$ cat src/nco_bank_pkg.sv
// Package with register map, reset values, carriers and counts for the tuning word bank.
//------------------------------------------------------------------------------
// Function
// - Accumulator adds active word every sample clock.
// - Accumulator wraps modulo two to sixty-four.
// - Written word waits until selected sync event.
// - Fast reconfiguration overrides register words.
// - Oscillator 0 word at 0x320, resets zero.
// - Oscillator 1 word at 0x328, resets zero.
// - Oscillator 2 word at 0x330, resets zero.
// - Software sync rising write raises bound events.
// - Periodic self sync every 256 cycles.
//------------------------------------------------------------------------------
package nco_bank_pkg;

  localparam int          NUM_OSC      = 3;
  localparam int          WORD_W       = 64;
  localparam int          ADDR_W       = 12;

  // Register offsets; the two 32-bit halves of each word sit at +0 and +4.
  localparam logic [11:0] OFF_NCO0     = 12'h320;
  localparam logic [11:0] OFF_NCO1     = 12'h328;
  localparam logic [11:0] OFF_NCO2     = 12'h330;
  localparam logic [11:0] OFF_SW_SYNC  = 12'h304;
  localparam logic [11:0] OFF_SELF_SYN = 12'h305;
  localparam logic [11:0] OFF_CONTROL  = 12'h340;
  localparam logic [11:0] OFF_STATUS   = 12'h344;

  localparam logic [63:0] WORD_RESET   = 64'h0000_0000_0000_0000;
  localparam logic [7:0]  PERIOD_CYCLES = 8'hFF;

  // Fields of the control register.
  localparam int          CTL_SEL_LSB  = 0;
  localparam int          CTL_DATAPATH_ENABLE    = 4;
  localparam int          CTL_FAST_RECONFIG_ENABLE    = 5;

  typedef enum logic [1:0] {
    TRIG_SW_SYNC  = 2'b00,
    TRIG_EXTERNAL = 2'b01,
    TRIG_BOTH     = 2'b10,
    TRIG_NONE     = 2'b11
  } trigger_select_t;

  typedef struct packed {
    logic [11:0] addr;
    logic [31:0] wdata;
    logic        wr;
    logic        rd;
  } reg_req_t;

  typedef logic [WORD_W-1:0] word_t;

endpackage

$ cat src/nco_frequency_word_bank.sv
// Tuning word bank with shadow and active words and three phase accumulators.
//
// Design decision made here: the plain strobed port.
`timescale 1ns/1ps
module nco_frequency_word_bank
  import nco_bank_pkg::*;
(
  // Clock and reset
  input  wire logic                       i_core_clk,
  input  wire logic                       i_reset_n,
  // Register port
  input  wire logic [11:0]                i_addr,
  input  wire logic [31:0]                i_wdata,
  input  wire logic                       i_wr,
  input  wire logic                       i_rd,
  output logic      [31:0]                o_rdata,
  // Sync and fast reconfiguration
  input  wire logic                       i_ext_sync,
  input  wire logic [NUM_OSC*WORD_W-1:0]  i_fast_words,
  // Oscillator outputs
  output logic      [NUM_OSC*WORD_W-1:0]  o_phase,
  output logic                            o_sync_pulse
);

  //----------------------------------------------------------------------------
  // Register state
  //----------------------------------------------------------------------------
  word_t           shadow      [NUM_OSC];
  word_t           active      [NUM_OSC];
  word_t           next_shadow [NUM_OSC];
  word_t           next_active [NUM_OSC];
  word_t           acc         [NUM_OSC];
  word_t           next_acc    [NUM_OSC];
  logic            sw_sync;
  logic            next_sw_sync;
  logic            self_sync;
  logic            next_self_sync;
  logic [5:0]      control;
  logic [5:0]      next_control;
  logic [7:0]      period_cnt;
  logic [7:0]      next_period_cnt;
  logic [31:0]     next_rdata;
  logic            sync_event;
  logic            sw_edge;
  logic [7:0]      sync_count;
  logic [7:0]      next_sync_count;
  reg_req_t        req;
  trigger_select_t trig_sel;

  assign req      = '{addr: i_addr, wdata: i_wdata, wr: i_wr, rd: i_rd};
  assign trig_sel = trigger_select_t'(control[CTL_SEL_LSB +: 2]);

  // Index of the word addressed by either half, or NUM_OSC when none matches.
  function automatic logic [1:0] word_index(input logic [11:0] a);
    logic [1:0] idx;
    idx = 2'(NUM_OSC);
    if ({a[11:3], 3'b000} == OFF_NCO0) begin
      idx = 2'd0;
    end else if ({a[11:3], 3'b000} == OFF_NCO1) begin
      idx = 2'd1;
    end else if ({a[11:3], 3'b000} == OFF_NCO2) begin
      idx = 2'd2;
    end
    return idx;
  endfunction

  //----------------------------------------------------------------------------
  // Sync event
  //----------------------------------------------------------------------------
  // A software sync fires only on a write of one over a stored zero.
  assign sw_edge = req.wr && (req.addr == OFF_SW_SYNC) && req.wdata[0] && !sw_sync;

  always_comb begin
    case (trig_sel)
      TRIG_SW_SYNC:  sync_event = sw_edge;
      TRIG_EXTERNAL: sync_event = i_ext_sync;
      TRIG_BOTH:     sync_event = sw_edge | i_ext_sync;
      TRIG_NONE:     sync_event = 1'b0;
      default:       sync_event = 1'b0;
    endcase
    // Periodic self sync moves every pending word at once.
    if (self_sync && period_cnt == PERIOD_CYCLES) begin
      sync_event = 1'b1;
    end
  end

  //----------------------------------------------------------------------------
  // Next state
  //----------------------------------------------------------------------------
  always_comb begin
    logic [1:0] widx;
    widx            = word_index(req.addr);
    next_sw_sync    = sw_sync;
    next_self_sync  = self_sync;
    next_control    = control;
    next_period_cnt = self_sync ? period_cnt + 8'h01 : 8'h00;
    next_sync_count = sync_count + {7'h00, sync_event};
    next_rdata      = 32'h0000_0000;
    for (int n = 0; n < NUM_OSC; n++) begin
      next_shadow[n] = shadow[n];
      // The active copy only moves on the chosen sync event.
      next_active[n] = sync_event ? shadow[n] : active[n];
      // Fast reconfiguration replaces the programmed word.
      next_acc[n] = acc[n] + (control[CTL_FAST_RECONFIG_ENABLE] ? i_fast_words[n*WORD_W +: WORD_W]
                                                 : active[n]);
    end
    if (req.wr) begin
      if (widx != 2'(NUM_OSC)) begin
        if (req.addr[2]) begin
          next_shadow[widx][63:32] = req.wdata;
        end else begin
          next_shadow[widx][31:0]  = req.wdata;
        end
      end
      case (req.addr)
        OFF_SW_SYNC:  next_sw_sync   = req.wdata[0];
        OFF_SELF_SYN: next_self_sync = req.wdata[0];
        OFF_CONTROL:  next_control   = req.wdata[5:0];
        default:      next_control   = next_control;
      endcase
    end
    if (req.rd) begin
      if (widx != 2'(NUM_OSC)) begin
        next_rdata = req.addr[2] ? shadow[widx][63:32] : shadow[widx][31:0];
      end else begin
        case (req.addr)
          OFF_SW_SYNC:  next_rdata = {31'h0000_0000, sw_sync};
          OFF_SELF_SYN: next_rdata = {31'h0000_0000, self_sync};
          OFF_CONTROL:  next_rdata = {26'h000_0000, control};
          OFF_STATUS:   next_rdata = {16'h0000, period_cnt, sync_count};
          default:      next_rdata = 32'h0000_0000;
        endcase
      end
    end
  end

  //----------------------------------------------------------------------------
  // Registers
  //----------------------------------------------------------------------------
  always_ff @(posedge i_core_clk or negedge i_reset_n) begin
    if (!i_reset_n) begin
      for (int n = 0; n < NUM_OSC; n++) begin
        shadow[n] <= WORD_RESET;
        active[n] <= WORD_RESET;
        acc[n]    <= WORD_RESET;
      end
      sw_sync      <= 1'b0;
      self_sync    <= 1'b0;
      control      <= 6'h00;
      period_cnt   <= 8'h00;
      sync_count   <= 8'h00;
      o_rdata      <= 32'h0000_0000;
      o_sync_pulse <= 1'b0;
    end else begin
      for (int n = 0; n < NUM_OSC; n++) begin
        shadow[n] <= next_shadow[n];
        active[n] <= next_active[n];
        acc[n]    <= next_acc[n];
      end
      sw_sync      <= next_sw_sync;
      self_sync    <= next_self_sync;
      control      <= next_control;
      period_cnt   <= next_period_cnt;
      sync_count   <= next_sync_count;
      o_rdata      <= next_rdata;
      o_sync_pulse <= sync_event;
    end
  end

  generate
    for (genvar g = 0; g < NUM_OSC; g++) begin : g_phase
      assign o_phase[g*WORD_W +: WORD_W] = acc[g];
    end
  endgenerate

endmodule // nco_frequency_word_bank

$ cat config.mk
export PLATFORM = sky130hd
export DESIGN_NAME = nco_frequency_word_bank
export DESIGN_NICKNAME = d
export VERILOG_FILES = /design/src/nco_bank_pkg.sv /design/src/nco_frequency_word_bank.sv
export SDC_FILE = /design/constraint.sdc
export NUM_CORES = 1
export LEC_CHECK = 0
export BUFFER_PORTS_ARGS = -buffer_cell sky130_fd_sc_hd__clkbuf_2
export CELL_PAD_IN_SITES_DETAIL_PLACEMENT = 1
export CELL_PAD_IN_SITES_GLOBAL_PLACEMENT = 1
export CORE_ASPECT_RATIO = 2
export CORE_UTILIZATION = 25
export CTS_CLUSTER_DIAMETER = 100
export DETAILED_ROUTE_END_ITERATION = 10
export PLACE_DENSITY = 0.61
export SLEW_MARGIN = 0
export SYNTH_ARGS = -nofsm -noshare
export SYNTH_HDL_FRONTEND = slang
export SYNTH_SLANG_ARGS = --single-unit
$ cat constraint.sdc
create_clock -name i_core_clk -period 7.12 [get_ports i_core_clk]
set_input_delay 1.068 -clock i_core_clk [delete_from_list [all_inputs] [get_ports i_core_clk]]
set_output_delay 1.068 -clock i_core_clk [all_outputs]
set_load 0.01 [all_outputs]
Yosys cells after proc, flatten, opt, wreduce, memory -nomap -nowiden
Cells that the tools add are included.

storage, ports and cells
  flip-flop bits (word level) = 633
  RAM bits = 0
  bits in read-only memories = 0
  bits of input ports = 241
  output and inout port bits = 225
  memories = 0
  logic and storage cells = 71
  bits in latches = 0

cells by class
  mux-type cells = 23
  $add $sub $neg = 5
  div/mod/pow operators = 0
  $lt $le $gt $ge = 2
  shift-type cells = 0
  multipliers = 0
  eq/ne operators = 12
  reductions and logical operators = 11
  bitwise logic cells = 2

operators by type and width
  kind                                                                           number
  192-bit bitwise mux                                                            2
  64-bit two-way mux                                                             6
  64-bit demux with 2-bit select                                                 2
  64-bit adder                                                                   3
  192-bit two-way mux                                                            1
  64-bit binary-select mux with 2-bit select                                     1
  32-bit two-way mux                                                             4
  16-bit one-hot mux with 4 select lines                                         1
  12-bit by 10-bit equality test with 1-bit output (second input constant)       4
  9-bit by 7-bit equality test with 1-bit output (second input constant)         3
  8-bit by 1-bit adder with 8-bit output                                         1
  8-bit by 1-bit adder with 8-bit output (second input constant)                 1
  8-bit equality test (second input constant)                                    1
  8-bit two-way mux                                                              1
  2-bit AND reduction                                                            4
  1-bit logical AND                                                              5
  2-bit equality test (second input constant)                                    2
  2-bit two-way mux                                                              2
  1-bit one-hot mux with 4 select lines                                          1
  3-bit >= comparator (second input constant)                                    1
  3-bit by 1-bit less-than comparator with 1-bit output (second input constant)  1
  2-bit NOT with 3-bit output                                                    1
  2-bit by 1-bit equality test with 1-bit output (second input constant)         1
  2-bit zero test                                                                1
  other kinds (4)                                                                5

Logic depth before layout (Yosys ltp)
Gate-level depths: netlist of the first run.

  depth in word-level cells = 11
  mapped depth = 16
  mapped depth without buffers = 13

Worst setup path after synthesis of the first run
OpenSTA, ideal clock, no wires.

  path kind = register to register
  start = register control[5]
  end = register acc, in the netlist o_phase[122]
  path buffers = 3
  data arrival time = 4.071 ns
  path slack = 2.918 ns
  setup time = 0.132 ns
  cell stages (with the launch flop) = 17
  period minus slack after synthesis = 4.202 ns
  data required time = 6.988 ns
  path through = dfrtp_1 clkbuf_1 clkbuf_1 clkbuf_1 mux2_2 ha_1 fa_1 a211oi_2 o21ai_1 a31oi_1 o211ai_1 nor3_1 o21ai_2 o32a_4 a21oi_2 o21ai_1 xor2_1

RTL lines
  item                             RTL line                        RTL
  from (decl)                      nco_frequency_word_bank.sv:38   logic [5:0] control;
  from (signal assigned)           nco_frequency_word_bank.sv:162  control <= next_control;
  to (signal, indexed assignment)  nco_frequency_word_bank.sv:158  acc[n] <= next_acc[n];
  to (decl)                        nco_frequency_word_bank.sv:32   word_t acc [NUM_OSC];

==> results of run 1 <==
[synth_stat cells, types with 38 or more instances]
cell      number  area (sq um)
o21bai_1      46           345
ha_1         192          2400
xnor2_1      111           972
dfrtp_1      633         15800
nor2_1       168           631
mux2_2       583          6570
mux2i_1       69           691
xor2_1        83           727
a211oi_1      47           353
a21o_1       103           773
o21ai_0      141           706
clkbuf_1     130           488
inv_1         49           184
a21oi_1      262          1310
nand4_1       66           413
nand2_1      180           676
nand3_1       38           190
[kinds of logic after synthesis]
family          synth area share
simple gates              0.0793
mux                        0.202
buf+inv                   0.0249
fa+ha+maj                 0.0684
flops                      0.440
compound gates             0.139
xor+xnor                  0.0472
[sequential cells by signal, summed over array words and instances, names as in the netlist]
signal        count
self_sync         1
shadow          192
control           6
sync_count        8
o_rdata          32
period_cnt        8
o_phase         192
o_sync_pulse      1
active          192
sw_sync           1
[layout by cell type, fill, tap and decap left out, types with 13 or more instances in the layout]
cell type,instances
dfrtp_1,632
mux2_2,583
clkbuf_2,463
a21oi_1,262
ha_1,192
nand2_1,178
nor2_1,168
o21ai_0,141
xnor2_1,111
a21o_1,103
xor2_1,83
clkbuf_16,74
mux2i_1,69
nand4_1,66
inv_1,49
a211oi_1,47
o21bai_1,46
nand3_1,38
a31oi_1,28
nor3_1,23
and2_1,20
buf_4,20
nor2b_1,19
o21a_1,18
nand2b_1,18
o21ai_1,16
and3_1,15
nor4_1,14
o211ai_1,13
[power by group through the flow]
stage / registers [uW] / clock network, uW / logic, uW
finish: 3810 / 4020 / 815
global route: 3830 / 4250 / 891
CTS: 3820 / 4150 / 829
detailed placement: 3890 / 0 / 824
global placement: 3880 / 0 / 816
floorplan: 3880 / 0 / 357
[worst register-to-register path, delay by kind of cell (launching register included)]
kind	cells	cell delay [ps]
and+or+nand+nor	1	200
DFF	1	770
buffers and inverters	1	270
AOI/OAI and AO/OA	8	2710
adders and majority gates	2	660
xor gates and xnor gates	1	130
muxes	1	410
[routing by layer]
metal / global-route usage / wire [um]
met2: 0.355 / 74500
met5: 0 / 27
met3: 0.0292 / 5600
met4: 0.119 / 9570
met1: 0.226 / 57100
[layout make-up]
type,instances,area share
antenna,11,0.000643
clock buffer,92,0.0470
clock inverter,32,0.0104
inverter,49,0.00430
multi-input combinational,2420,0.451
sequential,633,0.370
tap,1881,0.0550
timing repair buffer,491,0.0613
[metrics by stage]
stage          area, sq um  hold WS, ps  cells
2_1_floorplan        36000          446   3280
3_3_place_gp         40300          488   5474
3_5_place_dp         40300          497   5474
4_1_cts              42800          360   5598
5_1_grt              42800          407   5599
6_report             42800          404   5609
[worst max-delay path by stage]
stage	from	to	slack [ps]	depth (start not counted)
6_report	control[5]$_DFFE_PN0P_	o_phase[54]$_DFF_PN0_	1860	14
5_1_grt	control[5]$_DFFE_PN0P_	o_phase[54]$_DFF_PN0_	1640	14
2_1_floorplan	control[5]$_DFFE_PN0P_	o_phase[122]$_DFF_PN0_	2920	16
3_3_place_gp	control[5]$_DFFE_PN0P_	o_phase[54]$_DFF_PN0_	1930	14
4_1_cts	control[5]$_DFFE_PN0P_	o_phase[54]$_DFF_PN0_	1860	14
3_5_place_dp	control[5]$_DFFE_PN0P_	o_phase[54]$_DFF_PN0_	1890	14
==> impl_metrics.env, run 1 <==
export IMPL_finalMaxSlewViolations=0
export IMPL_regToRegSetupSlack_ps=1860
export IMPL_syn_inst=3280
export IMPL_syn_avg_cell_area_sq_um=11.0
export IMPL_grt_max_degree=151
export IMPL_powerDensity_mw_per_mm2=202
export IMPL_root_buffer="clkbuf_16"
export IMPL_syn_nets=3716
export IMPL_maxCapViolations=0
export IMPL_reg2regPathDepth=14
export IMPL_synth_seq_area_share=0.440
export IMPL_combPwrFrac=0.094
export IMPL_regArea_sq_mm=0.0158
export IMPL_tns_ps=0
export IMPL_path_delay_family="compound AO/OA/AOI/OAI gates"
export IMPL_area_growth_pct=18.8
export IMPL_insertion_delay_ps=670
export IMPL_cts_sinks=633
export IMPL_io_pins=466
export IMPL_drt_iter0_drc=1293
export IMPL_crit_chain="buf_12 -> mux2_2 -> ha_1 -> fa_1 -> a21o_1 -> a31o_2 -> a211oi_1 -> a21oi_1 -> o21ai_1 -> nand3_1 -> a21oi_1 -> o21ai_0 -> a21oi_1 -> xnor2_1"
export IMPL_drive_gt1_frac=0.331
export IMPL_finalNetCount=4100
export IMPL_hold_viol=0
export IMPL_routabilityCongestion=0.948
export IMPL_p_clk_frac=0.465
export IMPL_r2r_end="o_phase[54]$_DFF_PN0_"
export IMPL_drc=0
export IMPL_post_cts_buffers=0
export IMPL_fill_cells=16100
export IMPL_cts_tree="built"
export IMPL_cts_resized=0
export IMPL_swShare=0.268
export IMPL_ys_ff_latch=633
export IMPL_cp_start_kind="flop"
export IMPL_rsz0062_at_grt="no"
export IMPL_grt_pass1_vias=30700
export IMPL_hpwl_um=116000
export IMPL_ys_types=81
export IMPL_syn_area_sq_mm=0.0360
export IMPL_clkTransAtPathRegs_ps=70
export IMPL_grt_pass1_wl_um=213000
export IMPL_ys_flop_type="dfrtp_1"
export IMPL_seqPwrFrac=0.441
export IMPL_finalCoreUtilization=0.300
export IMPL_finalCritPeriodShare=0.739
export IMPL_dieArea_sq_mm=0.146
export IMPL_switchingPower_uw=2320
export IMPL_synth_edf_count=0
export IMPL_finalSetupViolations=0
export IMPL_endpoint_kind="flop"
export IMPL_yosys_warnings=0
export IMPL_wl_per_cell_um=26.2
export IMPL_status="finished clean"
export IMPL_core_area_sq_mm=0.143
export IMPL_cp_num_buf_inv=1
export IMPL_fmax_mhz=190
export IMPL_die_x_um=270
export IMPL_fin_skew_ps=33.6
export IMPL_clock_path_buffers=3
export IMPL_track_usage=0.200
export IMPL_rows=196
export IMPL_hold_buffers=0
export IMPL_crit_fanout=34
export IMPL_fin_ws_ps=1860
export IMPL_vdd_drop_max_uv=140
export IMPL_power_uw=8650
export IMPL_cp_data_required_time_ps=7710
export IMPL_drt_wl_total_um=147000
export IMPL_slowest_delay_ps=770
export IMPL_io_buffers=465
export IMPL_die_h_um=539
export IMPL_cts_made_buffers=69
export IMPL_internal_power_uw=6330
export IMPL_critical_path_class="reg -> reg"
export IMPL_h_tree_depth=3
export IMPL_dr_pass1_iters=5
export IMPL_synthArstFlopShare=1.00
export IMPL_routed_via_density=4.98
export IMPL_initial_core_util=0.252
export IMPL_hp_class="in -> async"
export IMPL_multi_input_area_sq_mm=0.0193
export IMPL_grt_antenna_before_repair=14
export IMPL_critPathArrivalTime_ps=5850
export IMPL_p_leak_uw=0.0218
export IMPL_num_vias=27900
export IMPL_worstMarginPinSlew_ps=1000
export IMPL_grt_overflow_total=0
export IMPL_max_slew_margin_rel=0.329
export IMPL_dp_slack_ps=1890
export IMPL_crit_slowest_cell="dfrtp_4"
export IMPL_worst_path_most_repeated_cell="a21oi_1"
export IMPL_r2r_start="control[5]$_DFFE_PN0P_"
export IMPL_route_antenna_remaining_nets=0
export IMPL_period_needed_ps=5260
(Power assumes the default switching activity.)
==> inputs of run 2 (changes only) <==
clock period = 5.45 ns   (was 7.12 ns; I/O delays follow)
==> impl_metrics.env, run 2 (same netlist as run 1, synthesis figures left out) <==
export IMPL_tns_ps=0
export IMPL_cp_data_required_time_ps=5980
export IMPL_fmax_mhz=210
export IMPL_grt_antenna_before_repair=16
export IMPL_layout_common_cells="dfrtp_1 (632), mux2_2 (583), clkbuf_2 (463), a21oi_1 (262), ha_1 (192)"
export IMPL_grt_use_met1=0.224
export IMPL_p_leak_uw=0.0219
export IMPL_finalCoreUtilization=0.300
export IMPL_multi_input_area_sq_mm=0.0193
export IMPL_use_met2=0.363
export IMPL_hold_buffers=0
export IMPL_rsz0062_at_grt="no"
export IMPL_finalSetupViolations=0
export IMPL_maxCapViolations=0
export IMPL_cts_sinks=633
export IMPL_track_usage=0.198
export IMPL_num_vias=27900
export IMPL_routed_via_density=4.95
export IMPL_endpoint_kind="flop"
export IMPL_initial_core_util=0.252
export IMPL_fin_skew_ps=21.4
export IMPL_cp_start_kind="flop"
export IMPL_io_buffers=465
export IMPL_finalMaxSlewViolations=0
export IMPL_grt_pass1_wl_um=212000
export IMPL_path_delay_family="compound AO/OA/AOI/OAI gates"
export IMPL_drive_gt1_frac=0.335
export IMPL_die_h_um=539
export IMPL_dr_pass1_iters=5
export IMPL_critical_path_class="reg -> reg"
export IMPL_grt_busiest_layer="met2"
export IMPL_clkTransAtPathRegs_ps=70
export IMPL_crit_fanout=41
export IMPL_insertion_delay_ps=660
export IMPL_hold_viol=0
export IMPL_post_cts_buffers=0
export IMPL_final_common_cell="dfrtp_1"
export IMPL_routabilityCongestion=0.930
export IMPL_die_x_um=270
export IMPL_fill_cells=16200
export IMPL_drt_iter0_drc=1165
export IMPL_route_antenna_remaining_nets=0
export IMPL_cts_tree="built"
export IMPL_critPathArrivalTime_ps=5300
export IMPL_crit_chain="buf_12 -> mux2_2 -> ha_1 -> nand4_1 -> nor4_1 -> o211ai_1 -> a31oi_1 -> a31oi_1 -> o21a_1 -> o21ai_2 -> a21oi_2 -> nor4b_1 -> a211oi_1"
export IMPL_cts_made_buffers=70
export IMPL_drc=0
export IMPL_crit_start="control[5]$_DFFE_PN0P_"
export IMPL_max_slew_margin_rel=0.266
export IMPL_dieArea_sq_mm=0.146
export IMPL_regArea_sq_mm=0.0158
export IMPL_area_growth_pct=19.1
export IMPL_clock_path_buffers=3
export IMPL_grt_overflow_total=0
export IMPL_worstMarginPinSlew_ps=1100
export IMPL_drt_wl_total_um=146000
export IMPL_crit_slowest_cell="dfrtp_4"
export IMPL_io_pins=466
export IMPL_hp_class="in -> async"
export IMPL_met3_usage=0.0288
export IMPL_cp_num_buf_inv=1
export IMPL_finalCritPeriodShare=0.875
export IMPL_slowest_delay_ps=640
export IMPL_worst_path_most_repeated_cell="a31oi_1"
export IMPL_grt_pass1_vias=30600
export IMPL_place_inst=5495
export IMPL_rows=196
export IMPL_power_uw=11200
export IMPL_powerDensity_mw_per_mm2=260
export IMPL_cts_resized=0
export IMPL_vdd_drop_max_uv=211
export IMPL_grt_max_degree=111
export IMPL_r2r_start="control[5]$_DFFE_PN0P_"
export IMPL_wl_per_cell_um=25.8
export IMPL_status="finished clean"
export IMPL_hpwl_um=116000
export IMPL_stdcell_count=5633
export IMPL_h_tree_depth=3
export IMPL_core_area_sq_mm=0.143
export IMPL_root_buffer="clkbuf_16"
export IMPL_finalNetCount=4122
export IMPL_period_needed_ps=4770
## run 2: changes by cell type in the layout (fill, tap and decap cells not counted), moves of 2 or more
cell | before | now
clkinv_2 | 12 | 14
clkinv_4 | 2 | 6
buf_4 | 20 | 40
bufinv_16 | 9 | 6
## run 2: worst register-to-register path: stages (launching register included)
cell and delay [ps]:
dfrtp_4 640, buf_12 290, mux2_2 450, ha_1 470, nand4_1 310, nor4_1 430, o211ai_1 290, a31oi_1 380
a31oi_1 280, o21a_1 290, o21ai_2 270, a21oi_2 140, nor4b_1 320, a211oi_1 80
## run 2: path summary, 6_finish.rpt
kind | endpoint | cells after the start | slack, ps
setup / recovery | o_phase[123]$_DFF_PN0_ | 13 | 680
hold / removal | shadow[137]$_DFFE_PN0P_ | 1 | 170
setup reg to reg | o_phase[123]$_DFF_PN0_ | 13 | 680
hold reg to reg | active[38]$_DFFE_PN0N_ | 1 | 510
max in group asynchronous | active[14]$_DFFE_PN0N_ | 2 | 4110
min in group i_core_clk | o_rdata[10]$_DFF_PN0_ | 2 | 490
## run 2: layout make-up
class	count	area share
Multi-Input combinational cell	2420	0.450
Sequential cell	633	0.369
Timing Repair Buffer	512	0.0651
Tap cell	1881	0.0549
Clock buffer	92	0.0466
Clock inverter	35	0.00907
Inverter	49	0.00429
Antenna cell	11	0.000642
## run 2: per-stage QoR
stage                     instance area [sq um]  setup WS, ps  hold WS [ps]
after floorplan                           36000          1250           446
after global placement                    40500           714           488
after detailed placement                  40500           585           498
after CTS                                 42900           551           169
after global routing                      42900           344           193
final                                     42900           681           167
## run 2: metal layers
metal,share of wire,up-vias
met2,0.52,653
li1,-,12800
met1,0.39,14200
met5,0.00017,-
met4,0.049,4
met3,0.037,215
## run 2: report_power, final
part	leakage (uW)	internal [uW]	switching (uW)
clock network	0.00118	2900	2240
registers	0.00879	4850	137
logic	0.0120	377	669
